<file path="config.mk">
export PLATFORM = sky130hd
export DESIGN_NAME = frame_sequencer
export DESIGN_NICKNAME = d
export VERILOG_FILES = /design/src/frame_seq_pkg.sv /design/src/frame_sequencer.sv
export SDC_FILE = /design/constraint.sdc
export NUM_CORES = 2
export LEC_CHECK = 0
export BUFFER_PORTS_ARGS = -buffer_cell sky130_fd_sc_hd__buf_2
export CAP_MARGIN = 20
export CORE_MARGIN = 8
export CORE_UTILIZATION = 45
export CTS_CLUSTER_SIZE = 28
export DETAILED_ROUTE_END_ITERATION = 10
export PLACE_DENSITY_LB_ADDON = 0.05
export SETUP_SLACK_MARGIN = 0.05
export SLEW_MARGIN = 10
export SYNTH_ARGS = -nofsm -noshare
export SYNTH_HDL_FRONTEND = slang
export SYNTH_SLANG_ARGS = --single-unit
</file>
<file path="constraint.sdc">
create_clock -name i_clk -period 7.42 [get_ports i_clk]
set_clock_uncertainty 0.05 [all_clocks]
set_input_delay 1.484 -clock i_clk [delete_from_list [all_inputs] [get_ports i_clk]]
set_output_delay 1.484 -clock i_clk [all_outputs]
set_load 0.02 [all_outputs]
</file>
<file path="src/frame_seq_pkg.sv">
/*
 * Shared constants and types of the bus controller frame sequencer:
 * register offsets, field positions, start modes, table opcodes and timing.
 * Assumes a single 125 MHz clock and a plain register port.
 */
package frame_seq_pkg;

    // ----------------------------------------
    // timing
    // ----------------------------------------
    localparam int CLK_PERIOD_NS = 8;
    localparam int MS_IN_NS = 1000000;
    localparam int CYCLES_PER_MS = MS_IN_NS / CLK_PERIOD_NS;

    // ----------------------------------------
    // register map (byte addresses)
    // ----------------------------------------
    localparam int ADDR_W = 8;
    localparam logic [7:0] OFS_CTRL = 8'h00;
    localparam logic [7:0] OFS_SLOT_MS = 8'h04;
    localparam logic [7:0] OFS_MAJOR_CNT = 8'h08;
    localparam logic [7:0] OFS_START_ADDR = 8'h0C;
    localparam logic [7:0] OFS_STATUS = 8'h10;
    localparam logic [7:0] OFS_TBL_ADDR = 8'h14;
    localparam logic [7:0] OFS_TBL_DATA = 8'h18;

    // ctrl fields
    localparam int CTRL_MODE_LSB = 0;
    localparam int CTRL_TABLE_BIT = 3;
    localparam int CTRL_LAUNCH_BIT = 4;
    localparam int CTRL_STOP_BIT = 5;
    // status fields
    localparam int STAT_ERR_BIT = 0;
    localparam int STAT_IMAGE_BIT = 1;
    localparam int STAT_TBLRUN_BIT = 2;
    localparam int STAT_STATE_LSB = 8;
    localparam int STAT_PC_LSB = 16;
    localparam int STAT_REM_LSB = 24;

    // reset values
    localparam logic [15:0] SLOT_MS_RST = 16'h000A;
    localparam logic [15:0] MAJOR_CNT_RST = 16'h0000;

    // ----------------------------------------
    // instruction memory
    // ----------------------------------------
    localparam int PC_W = 6;
    localparam int TBL_DEPTH = 64;

    typedef enum logic [2:0] {
        start_mode_now = 3'h0,
        start_mode_trigger_in = 3'h1,
        start_mode_bus_handover = 3'h2,
        start_mode_pulse_framing = 3'h3,
        start_mode_prepare_image = 3'h4,
        start_mode_quick_launch = 3'h5,
        start_mode_program_table = 3'h6,
        start_mode_resume_after_stop = 3'h7
    } start_mode_t;

    typedef enum logic [3:0] {
        op_transfer = 4'h0,
        op_wait_slot = 4'h1,
        op_delay_ms = 4'h2,
        op_absolute_branch = 4'h3,
        op_decrement_branch_zero = 4'h4,
        op_halt = 4'h5,
        op_major_end = 4'h6
    } opcode_t;

    typedef struct packed {
        opcode_t op;
        logic [11:0] param;
    } entry_t;

    typedef struct packed {
        logic we;
        logic re;
        logic [ADDR_W-1:0] addr;
        logic [31:0] wdata;
    } reg_req_t;

endpackage

</file>
<file path="src/frame_sequencer.sv">
/*
 * Bus controller frame sequencer: start modes, minor frame timing, autoframing,
 * pulse framing, major frame counting and instruction table walking.
 * Assumes synchronous inputs, a transfer engine answering i_xfer_done, and
 * single-cycle register strobes with read data one cycle later.
 */
// What this block does
// [RULE_01] each minor frame starts timing, runs entries back to back, idles to slot end
// [RULE_02] minor frame time register holds milliseconds
// [RULE_03] immediate mode runs as soon as launch is accepted
// [RULE_04] trigger mode waits for a trigger edge before running
// [RULE_05] handover mode runs when bus control is handed over
// [RULE_06] pulse mode: trigger pulses mark minor frame boundaries, not the timer
// [RULE_07] all other modes restart minor frames automatically
// [RULE_08] pulse mode starts a minor frame on each trigger rising edge
// [RULE_09] pulse mode: a leading wait entry runs right after the edge
// [RULE_10] prepare mode readies the image without sending; quick mode launches it
// [RULE_11] table mode fetches and executes entries from the instruction table
// [RULE_12] resume continues a halted table, only after a table launch
// [RULE_13] table framing accepts only table and resume modes; others only standard
// [RULE_14] count zero repeats forever in standard framing; nonzero sends that many
// [RULE_15] after the requested major frames the controller halts
// [RULE_16] table repeats through a final branch back to the start or through a major end entry, which restarts it at entry 0
// [RULE_17] decrement branch entry uses the major frame count to end cycling
// [RULE_18] decrement branch entry counts down and branches when zero
// [RULE_19] zero start address begins the table at its first entry
// [RULE_20] nonzero start address begins at that labelled entry
// [RULE_21] trigger is synchronised with a single-cycle rising edge detect
`timescale 1ns/10ps
module frame_sequencer #(
    parameter int MS_CYCLES = frame_seq_pkg::CYCLES_PER_MS
) (
    input wire logic i_clk,
    input wire logic i_rst,
    input wire frame_seq_pkg::reg_req_t i_req,
    output logic [31:0] o_rdata,
    input wire logic i_trig,
    input wire logic i_bus_handover,
    input wire logic i_xfer_done,
    output logic o_xfer_req,
    output logic [11:0] o_xfer_id,
    output logic o_running,
    output logic o_halted
);
    import frame_seq_pkg::*;
    typedef enum logic [6:0] {
        st_idle = 7'b000_0001,
        st_armed = 7'b000_0010,
        st_fetch = 7'b000_0100,
        st_xfer = 7'b000_1000,
        st_slot = 7'b001_0000,
        st_delay = 7'b010_0000,
        st_halted = 7'b100_0000
    } state_t;
    function automatic logic is_table_mode(input start_mode_t m);
        is_table_mode = (m == start_mode_program_table) || (m == start_mode_resume_after_stop);
    endfunction
    // ----------------------------------------
    // declarations
    // ----------------------------------------
    state_t state_r, state_nxt;
    entry_t table_mem [TBL_DEPTH];
    entry_t cur;
    start_mode_t mode_r, run_mode_r, wmode;
    logic [15:0] slot_ms_r, major_cnt_r, remaining_r, slot_elapsed_r;
    logic [PC_W-1:0] start_addr_r, tbl_addr_r, pc_r, pc_nxt;
    logic [16:0] ms_div_r;
    logic [11:0] delay_r;
    logic [31:0] rdata_nxt;
    logic table_frm_r, err_r, image_r, tbl_run_r;
    logic trig_s1_r, trig_s2_r, trig_s3_r, trig_edge;
    logic ms_tick, slot_over, frame_start, rem_load, rem_dec;
    logic wr_ctrl, launch, stop, accept, bad_mode, start_run, err_set, err_clr;
    assign cur = table_mem[pc_r];
    assign wmode = start_mode_t'(i_req.wdata[CTRL_MODE_LSB +: 3]);
    // ----------------------------------------
    // trigger synchroniser
    // ----------------------------------------
    always_ff @(posedge i_clk or posedge i_rst) begin
        if (i_rst) begin
            trig_s1_r <= 1'b0;
            trig_s2_r <= 1'b0;
            trig_s3_r <= 1'b0;
        end else begin
            trig_s1_r <= i_trig; // RULE_21
            trig_s2_r <= trig_s1_r;
            trig_s3_r <= trig_s2_r;
        end
    end
    assign trig_edge = trig_s2_r & ~trig_s3_r; // RULE_21
    // ----------------------------------------
    // launch decode
    // ----------------------------------------
    assign wr_ctrl = i_req.we && (i_req.addr == OFS_CTRL);
    assign launch = wr_ctrl && i_req.wdata[CTRL_LAUNCH_BIT];
    assign stop = wr_ctrl && i_req.wdata[CTRL_STOP_BIT];
    always_comb begin
        bad_mode = 1'b0;
        if (i_req.wdata[CTRL_TABLE_BIT] != is_table_mode(wmode)) begin
            bad_mode = 1'b1; // RULE_13
        end else if (wmode == start_mode_quick_launch && !image_r) begin
            bad_mode = 1'b1; // RULE_10
        end else if (wmode == start_mode_resume_after_stop
                     && !(tbl_run_r && state_r == st_halted)) begin
            bad_mode = 1'b1; // RULE_12
        end else if (wmode != start_mode_resume_after_stop
                     && state_r != st_idle && state_r != st_halted) begin
            bad_mode = 1'b1;
        end
    end
    assign accept = launch && !stop && !bad_mode;
    assign start_run = accept && wmode != start_mode_prepare_image; // RULE_10
    assign err_set = launch && !stop && bad_mode;
    assign err_clr = i_req.we && (i_req.addr == OFS_STATUS) && i_req.wdata[STAT_ERR_BIT];
    // ----------------------------------------
    // millisecond divider and slot timer
    // ----------------------------------------
    assign ms_tick = (ms_div_r == 17'(MS_CYCLES - 1));
    always_ff @(posedge i_clk or posedge i_rst) begin
        if (i_rst) begin
            ms_div_r <= 17'h0_0000;
        end else if (frame_start || ms_tick) begin
            ms_div_r <= 17'h0_0000;
        end else begin
            ms_div_r <= ms_div_r + 17'h0_0001;
        end
    end

    always_ff @(posedge i_clk or posedge i_rst) begin
        if (i_rst) begin
            slot_elapsed_r <= 16'h0000;
        end else if (frame_start) begin
            slot_elapsed_r <= 16'h0000; // RULE_01
        end else if (ms_tick && !slot_over) begin
            slot_elapsed_r <= slot_elapsed_r + 16'h0001; // RULE_02
        end
    end
    assign slot_over = (slot_elapsed_r >= slot_ms_r);
    always_ff @(posedge i_clk or posedge i_rst) begin
        if (i_rst) begin
            delay_r <= 12'h000;
        end else if (state_r == st_fetch && cur.op == op_delay_ms) begin
            delay_r <= cur.param;
        end else if (state_r == st_delay && ms_tick && delay_r != 12'h000) begin
            delay_r <= delay_r - 12'h001;
        end
    end

    // ----------------------------------------
    // sequencer state machine
    // ----------------------------------------
    always_comb begin
        state_nxt = state_r;
        pc_nxt = pc_r;
        frame_start = 1'b0;
        rem_load = 1'b0;
        rem_dec = 1'b0;
        case (state_r)
            st_idle, st_halted: begin
                if (start_run) begin
                    rem_load = (wmode != start_mode_resume_after_stop);
                    if (wmode == start_mode_resume_after_stop) begin
                        pc_nxt = pc_r + PC_W'(1); // RULE_12
                        state_nxt = st_fetch;
                        frame_start = 1'b1;
                    end else if (wmode == start_mode_program_table) begin
                        pc_nxt = start_addr_r; // RULE_19 RULE_20
                        state_nxt = st_fetch; // RULE_11
                        frame_start = 1'b1;
                    end else if (wmode == start_mode_now
                                 || wmode == start_mode_quick_launch) begin
                        pc_nxt = '0;
                        state_nxt = st_fetch; // RULE_03 RULE_10
                        frame_start = 1'b1;
                    end else begin
                        pc_nxt = '0;
                        state_nxt = st_armed; // RULE_04 RULE_05
                    end
                end
            end
            st_armed: begin
                if ((run_mode_r == start_mode_bus_handover && i_bus_handover) // RULE_05
                    || (run_mode_r != start_mode_bus_handover && trig_edge)) begin
                    state_nxt = st_fetch; // RULE_04 RULE_08
                    frame_start = 1'b1;
                end
            end
            st_fetch: begin
                pc_nxt = pc_r + PC_W'(1);
                case (cur.op)
                    op_transfer: state_nxt = st_xfer; // RULE_01
                    op_wait_slot: state_nxt = st_slot;
                    op_delay_ms: state_nxt = st_delay; // RULE_09
                    op_absolute_branch: pc_nxt = cur.param[PC_W-1:0]; // RULE_16
                    op_decrement_branch_zero: begin
                        rem_dec = (remaining_r != 16'h0000); // RULE_17
                        if (remaining_r <= 16'h0001) begin
                            pc_nxt = cur.param[PC_W-1:0]; // RULE_18
                        end
                    end
                    op_halt: begin
                        pc_nxt = pc_r;
                        state_nxt = st_halted;
                    end
                    op_major_end: begin
                        pc_nxt = '0; // RULE_14
                        if (major_cnt_r != 16'h0000) begin
                            rem_dec = 1'b1;
                            if (remaining_r <= 16'h0001) begin
                                pc_nxt = pc_r;
                                state_nxt = st_halted; // RULE_15
                            end
                        end
                    end
                    default: state_nxt = st_halted;
                endcase
            end
            st_xfer: begin
                if (i_xfer_done) begin
                    state_nxt = st_fetch;
                end
            end
            st_delay: begin
                if (delay_r == 12'h000) begin
                    state_nxt = st_fetch;
                end
            end
            st_slot: begin
                if (run_mode_r == start_mode_pulse_framing) begin
                    if (trig_edge) begin
                        state_nxt = st_fetch; // RULE_06 RULE_08
                        frame_start = 1'b1;
                    end
                end else if (slot_over) begin
                    state_nxt = st_fetch; // RULE_01 RULE_07
                    frame_start = 1'b1;
                end
            end
            default: state_nxt = st_idle;
        endcase
        if (stop) begin
            state_nxt = st_idle;
        end
    end

    always_ff @(posedge i_clk or posedge i_rst) begin
        if (i_rst) begin
            state_r <= st_idle;
            pc_r <= '0;
        end else begin
            state_r <= state_nxt;
            pc_r <= pc_nxt;
        end
    end

    // ----------------------------------------
    // run context and major frame count
    // ----------------------------------------
    always_ff @(posedge i_clk or posedge i_rst) begin
        if (i_rst) begin
            run_mode_r <= start_mode_now;
            tbl_run_r <= 1'b0;
        end else if (stop) begin
            tbl_run_r <= 1'b0;
        end else if (start_run && wmode != start_mode_resume_after_stop) begin
            run_mode_r <= wmode;
            tbl_run_r <= (wmode == start_mode_program_table); // RULE_12
        end
    end

    always_ff @(posedge i_clk or posedge i_rst) begin
        if (i_rst) begin
            image_r <= 1'b0;
        end else if (accept && wmode == start_mode_prepare_image) begin
            image_r <= 1'b1; // RULE_10
        end else if (i_req.we && i_req.addr == OFS_TBL_DATA) begin
            image_r <= 1'b0;
        end
    end

    always_ff @(posedge i_clk or posedge i_rst) begin
        if (i_rst) begin
            remaining_r <= 16'h0000;
        end else if (rem_load) begin
            remaining_r <= major_cnt_r; // RULE_14
        end else if (rem_dec) begin
            remaining_r <= remaining_r - 16'h0001; // RULE_15 RULE_17
        end
    end

    always_ff @(posedge i_clk or posedge i_rst) begin
        if (i_rst) begin
            err_r <= 1'b0;
        end else if (err_set) begin
            err_r <= 1'b1;
        end else if (err_clr) begin
            err_r <= 1'b0;
        end
    end

    // ----------------------------------------
    // transfer request
    // ----------------------------------------
    always_ff @(posedge i_clk or posedge i_rst) begin
        if (i_rst) begin
            o_xfer_req <= 1'b0;
            o_xfer_id <= 12'h000;
        end else begin
            o_xfer_req <= (state_r == st_fetch) && (cur.op == op_transfer) && !stop;
            if (state_r == st_fetch && cur.op == op_transfer) begin
                o_xfer_id <= cur.param;
            end
        end
    end

    assign o_running = (state_r != st_idle) && (state_r != st_halted);
    assign o_halted = (state_r == st_halted);

    // ----------------------------------------
    // register writes
    // ----------------------------------------
    always_ff @(posedge i_clk or posedge i_rst) begin
        if (i_rst) begin
            mode_r <= start_mode_now;
            table_frm_r <= 1'b0;
            slot_ms_r <= SLOT_MS_RST;
            major_cnt_r <= MAJOR_CNT_RST;
            start_addr_r <= '0;
            tbl_addr_r <= '0;
        end else if (i_req.we) begin
            case (i_req.addr)
                OFS_CTRL: begin
                    mode_r <= wmode;
                    table_frm_r <= i_req.wdata[CTRL_TABLE_BIT];
                end
                OFS_SLOT_MS: slot_ms_r <= i_req.wdata[15:0]; // RULE_02
                OFS_MAJOR_CNT: major_cnt_r <= i_req.wdata[15:0];
                OFS_START_ADDR: start_addr_r <= i_req.wdata[PC_W-1:0];
                OFS_TBL_ADDR: tbl_addr_r <= i_req.wdata[PC_W-1:0];
                OFS_TBL_DATA: tbl_addr_r <= tbl_addr_r + PC_W'(1);
                default: ;
            endcase
        end
    end

    always_ff @(posedge i_clk) begin
        if (i_req.we && i_req.addr == OFS_TBL_DATA) begin
            table_mem[tbl_addr_r] <= entry_t'(i_req.wdata[15:0]);
        end
    end

    // ----------------------------------------
    // register reads
    // ----------------------------------------
    always_comb begin
        rdata_nxt = 32'h0000_0000;
        case (i_req.addr)
            OFS_CTRL: begin
                rdata_nxt[CTRL_MODE_LSB +: 3] = mode_r;
                rdata_nxt[CTRL_TABLE_BIT] = table_frm_r;
            end
            OFS_SLOT_MS: rdata_nxt[15:0] = slot_ms_r;
            OFS_MAJOR_CNT: rdata_nxt[15:0] = major_cnt_r;
            OFS_START_ADDR: rdata_nxt[PC_W-1:0] = start_addr_r;
            OFS_STATUS: begin
                rdata_nxt[STAT_ERR_BIT] = err_r;
                rdata_nxt[STAT_IMAGE_BIT] = image_r;
                rdata_nxt[STAT_TBLRUN_BIT] = tbl_run_r;
                rdata_nxt[STAT_STATE_LSB +: 7] = state_r;
                rdata_nxt[STAT_PC_LSB +: PC_W] = pc_r;
                rdata_nxt[STAT_REM_LSB +: 8] = remaining_r[7:0];
            end
            OFS_TBL_ADDR: rdata_nxt[PC_W-1:0] = tbl_addr_r;
            OFS_TBL_DATA: rdata_nxt[15:0] = table_mem[tbl_addr_r];
            default: rdata_nxt = 32'h0000_0000;
        endcase
    end

    always_ff @(posedge i_clk or posedge i_rst) begin
        if (i_rst) begin
            o_rdata <= 32'h0000_0000;
        end else if (i_req.re) begin
            o_rdata <= rdata_nxt;
        end else begin
            o_rdata <= 32'h0000_0000;
        end
    end
endmodule

</file>
# After elaboration in Yosys (flattened, before gate mapping)
# Memories as Yosys holds them, arrays and structs flattened.
# Cells that the tools add are included.
# classes
add_sub_neg	6
magnitude_cmp	2
eq_ne	44
muxes	66
n_bitwise	3
reduce_logical	60
# op_table
cell	n
7-bit two-way mux	10
16-bit two-way mux	4
6-bit two-way mux	7
7-bit one-hot mux with 6 select lines	1
7-bit one-hot mux with 5 select lines	1
32-bit two-way mux	1
16-bit nonzero test	2
7-bit one-hot mux with 4 select lines	1
1-bit logical AND	26
8-bit by 5-bit equality test with 1-bit output, second input constant	3
1-bit two-way mux	24
12-bit two-way mux	2
6-bit one-hot mux with 2 select lines	2
6-bit one-hot mux with 4 select lines	1
3-bit one-hot mux with 7 select lines	1
4-bit inequality test, second input constant	5
3-bit inequality test, second input constant	6
17-bit by 1-bit adder with 17-bit output, second input constant	1
17-bit equality test, second input constant	1
17-bit two-way mux	1
16-bit by 1-bit adder with 16-bit output, second input constant	1
8-bit by 4-bit equality test with 1-bit output, second input constant	2
16-bit >= comparator	1
16-bit by 1-bit <= comparator with 1-bit output, second input constant	1
42 further kinds	76
# word_totals
regBits	176
mem_bits_rw	1024
output_inout_bits	47
wordCells	204
mem_count	1
# mem_list
name	words	word_bits	rd	rd_ports_with_merged_regs	write_ports	line	text
table_mem	64	16	2	0	1	frame_sequencer.sv:62	entry_t table_mem [TBL_DEPTH];

# Depth between registers and ports, before layout
# logic_depth
depth_word	14
mapped_depth	15

# Worst setup path after synthesis
# OpenSTA, ideal clock, no wires.
# synth_timing
path_type	input port to flip-flop
startpoint	input port i_req[32] in the netlist's numbering
endpoint	memory table_mem[15][0] in the netlist's numbering (enable)
t_arrival_ns	4.150
setup_slack_ns	2.832
path_stages	8
path_buffers	0
cell_sequence	or4_1 > nor2_1 > nand2_1 > nor2_1 > o21ai_0 > nor2_1 > nand2_1 > nor2_1
# synth_between
elab_chain_cells	4
# synth_lines
element	line	text
start, declared	frame_sequencer.sv:35	input wire frame_seq_pkg::reg_req_t i_req,
8-bit by 5-bit equality test with 1-bit output	frame_sequencer.sv:347	if (i_req.we && i_req.addr == OFS_TBL_DATA) begin
1-bit logical AND	frame_sequencer.sv:347	
1-bit two-way mux	frame_sequencer.sv:347	
1-bit two-way mux (not written as such)	frame_sequencer.sv:348	table_mem[tbl_addr_r] <= entry_t'(i_req.wdata[15:0]);
end, declared	frame_sequencer.sv:62	
# No other way between the ends.

# Worst setup path after layout
# layout_timing
startpoint	input port i_req[32] in the netlist's numbering
endpoint	memory table_mem[32][12] in the netlist's numbering (enable)
# Same word-level chain as after synthesis.

==> results.ini <==
[status]
status = finished clean

[floorplan]
die_w_um = 365.1
die_area_um2 = 133300
io-pin-count = 94
core_um2 = 121400
initial_utilization = 0.4516
rows = 128
fp.dieH_um = 365.1

[clock_tree]
clk_latency_ps = 750
cts_hold_buf = 0
clock_path_buffers = 3
postCtsSetupBuffers = 0
cts_resized = 0
cts_buffers = 137
clkSinkCount = 1198
root_buffer = clkbuf_16
cts_tree = built
htreeDepth = 4
clk_pin_slew_ps = 50

[grt]
grt_overflow = 0
met3_usage = 0.06826
use_met2 = 0.4631
grt_use_total = 0.2970
met1_usage = 0.4007
antenna_found_initial = 12
grt_max_degree = 109
grt_pass1_vias = 36180
busiest_layer = met2
grt_pass1_wl_um = 281600

[synthesis]
synth-seq-area-share = 0.6403
synth_top_family_by_area = multiplexers
synthFlopType = edfxtp_1
synth-edff-count = 1024
yosys.area.top_type_share = 0.5609
ys_seq_elements = 1198
synth_top_area_cell = edfxtp_1
syn_avg_cell_area_um2 = 15.77
ys_top_cells_by_count = edfxtp_1 (1024), a22oi_1 (351), mux4_2 (261), nor2_1 (185), dfrtp_1 (171)
synthMuxAreaShare = 0.1411
yosysMostFrequentCell = edfxtp_1
synth_xor_area_frac = 0.008307
yosysWarnings = 0
async_flop_share = 0.1452
synthSimpleGateAreaFrac = 0.05500
yosys-top-cells-area = edfxtp_1 (56%), mux4_2 (11%), dfrtp_1 (7.8%)
syn-cell-area_um2 = 54830
postSynthCellCount = 3476
synthAdderAreaFrac = 0.005249
synth_compound_area_frac = 0.1217
ys_types = 103

[power_and_ir_drop]
p_leak_nw = 20.79
ir_worst_vdd_v = 0.0002331
power.density_nw_per_um2 = 334.4

[route]
drt_first_iter_violations = 6274
dr.pass1.iters = 8
routedWlPerCell_um = 37.88
finalWirelength_um = 201700
viasPerCell = 6.984
ant_nets = 0
drc_errors = 0
vias = 37190

[cells_and_area]
multi_input_area_um2 = 18410
syn2layout_area_growth_pct = 13.45
final_nets = 3662
final_layout_size_suffix_gt1_frac = 0.2373
regArea_um2 = 35120
fillers = 10080
finalNonFillerCells = 5325

[placement]
port_buffers = 75
placed_cells = 5075
gp_congestion = 0.9330
dp_hpwl_um = 124400

[worst_setup_path]
cp.arrival_ps = 5840
cp_max_fo = 18
crit_required_ps = 7810
cp-start-kind = input pin
cp_cell_sequence = buf_2 -> or4_1 -> nor2_1 -> nand3_1 -> nor2_1 -> nand2_1 -> nor2_2 -> buf_4
slowest_delay_ps = 910
slowest_stage = nor2_2
crit_path_end_kind = flip-flop
cp_common_cell = nor2_1
worstSetupPathType = in2reg

[sta]
fmax_ghz = 0.1836
worst_pin_slew_ps = 1171
fin_crit_sh = 0.7341
min_period_ps = 5447
hold_violations = 0
max_slew_margin = 0.2159
rsz0062_at_grt = no
setup_viol = 0
slew_violations = 0
setup_tns_ps = 0

[worst_hold_path]
hold_class = reg2reg

[flow_run]
maxCapViolCount = 0

sequential cells by signal (all words and copies together), names as in the netlist, 12 cells and up:
name / cells
table_mem: 1024
o_rdata: 30
ms_div_r: 17
major_cnt_r: 16
remaining_r: 16
slot_elapsed_r: 16
slot_ms_r: 16
delay_r: 12
o_xfer_id: 12
cell type report:
cell class                      instances  share of cell area
Tap cell                             1625             0.03269
Antenna cell                            4           0.0001609
Timing Repair Buffer                  235             0.02838
Multi-Input combinational cell       1980              0.2960
Clock buffer                          174             0.06171
Inverter                               40            0.002534
Sequential cell                      1198              0.5647
Clock inverter                         69             0.01384
power by group:
part	switching, mW	leakage [nW]	internal, mW
registers	0.345	11.5	7.41
logic	3.63	7.01	2.33
clock network	2.77	2.29	4.31
total	6.75	20.8	14.1
critical path: cells and delay by family:
| kind | cells | cell delay (ps) |
|---|---|---|
| AND/OR/NAND/NOR | 6 | 3890 |
| buffers and inverters | 2 | 430 |
logic make-up (layout without fill, tap and decap cells):
kind of cell | Yosys count | count (layout)
flip-flops | 1198 | 1198
buffers and inverters | 299 | 518
XOR/XNOR | 52 | 52
multiplexers | 401 | 401
AO/OA/AOI/OAI | 894 | 894
other | 1 | 6
adder cells (fa/ha/maj) | 23 | 23
AND/OR/NAND/NOR | 608 | 608
metrics by stage:
| step | total power, mW | hold slack, ps | utilization | setup slack (ps) | cell area [um2] |
|---|---|---|---|---|---|
| global route | 21.35 | 318.0 | 0.5123 | 1966 | 62190 |
| floorplan | 11.65 | 281.2 | - | 1174 | 54830 |
| CTS | 20.80 | 310.4 | 0.5120 | 2124 | 62160 |
| global placement | 13.67 | 295.7 | 0.4733 | 1386 | 57460 |
| detailed placement | 13.74 | 287.0 | 0.4733 | 1353 | 57460 |
| finish | 20.80 | 305.2 | 0.5124 | 1973 | 62200 |
placed cells by master, fill, tap and decap left out, drive strengths merged, types with 30 or more instances in the layout:
| cell type | n |
|---|---|
| a21oi | 75 |
| a221oi | 99 |
| a22o | 105 |
| a22oi | 351 |
| a31oi | 103 |
| buf | 235 |
| clkbuf | 174 |
| clkinv | 43 |
| dfrtp | 171 |
| edfxtp | 1024 |
| inv | 43 |
| mux2 | 58 |
| mux2i | 58 |
| mux4 | 285 |
| nand2 | 142 |
| nand3 | 47 |
| nand4 | 55 |
| nor2 | 185 |
| nor4 | 30 |
| o21ai | 69 |
| xor2 | 30 |
path summary, 6_finish.rpt:
kind                            startpoint                end  slack, ps  cells past startpoint
worst min-delay path             trig_s1_r          trig_s2_r        310                      0
max in group asynchronous            i_rst        o_rdata[31]       5070                      3
worst max register to register     pc_r[0]    remaining_r[15]       2310                     10
worst max-delay path             i_req[32]  table_mem[32][12]       1970                      8
worst min register to register   trig_s1_r          trig_s2_r        310                      0
min in group asynchronous            i_rst        ms_div_r[9]        840                      2
per-layer routing:
metal | wire length [um] | part of all wire | vias to the layer above
li1 | - | - | 14720
met1 | 77420 | 0.38 | 19350
met2 | 92300 | 0.46 | 2698
met3 | 21800 | 0.11 | 425
met4 | 10160 | 0.050 | 2
met5 | 13 | 0.000064 | -
Note: power is estimated with default switching activity, not from simulation.
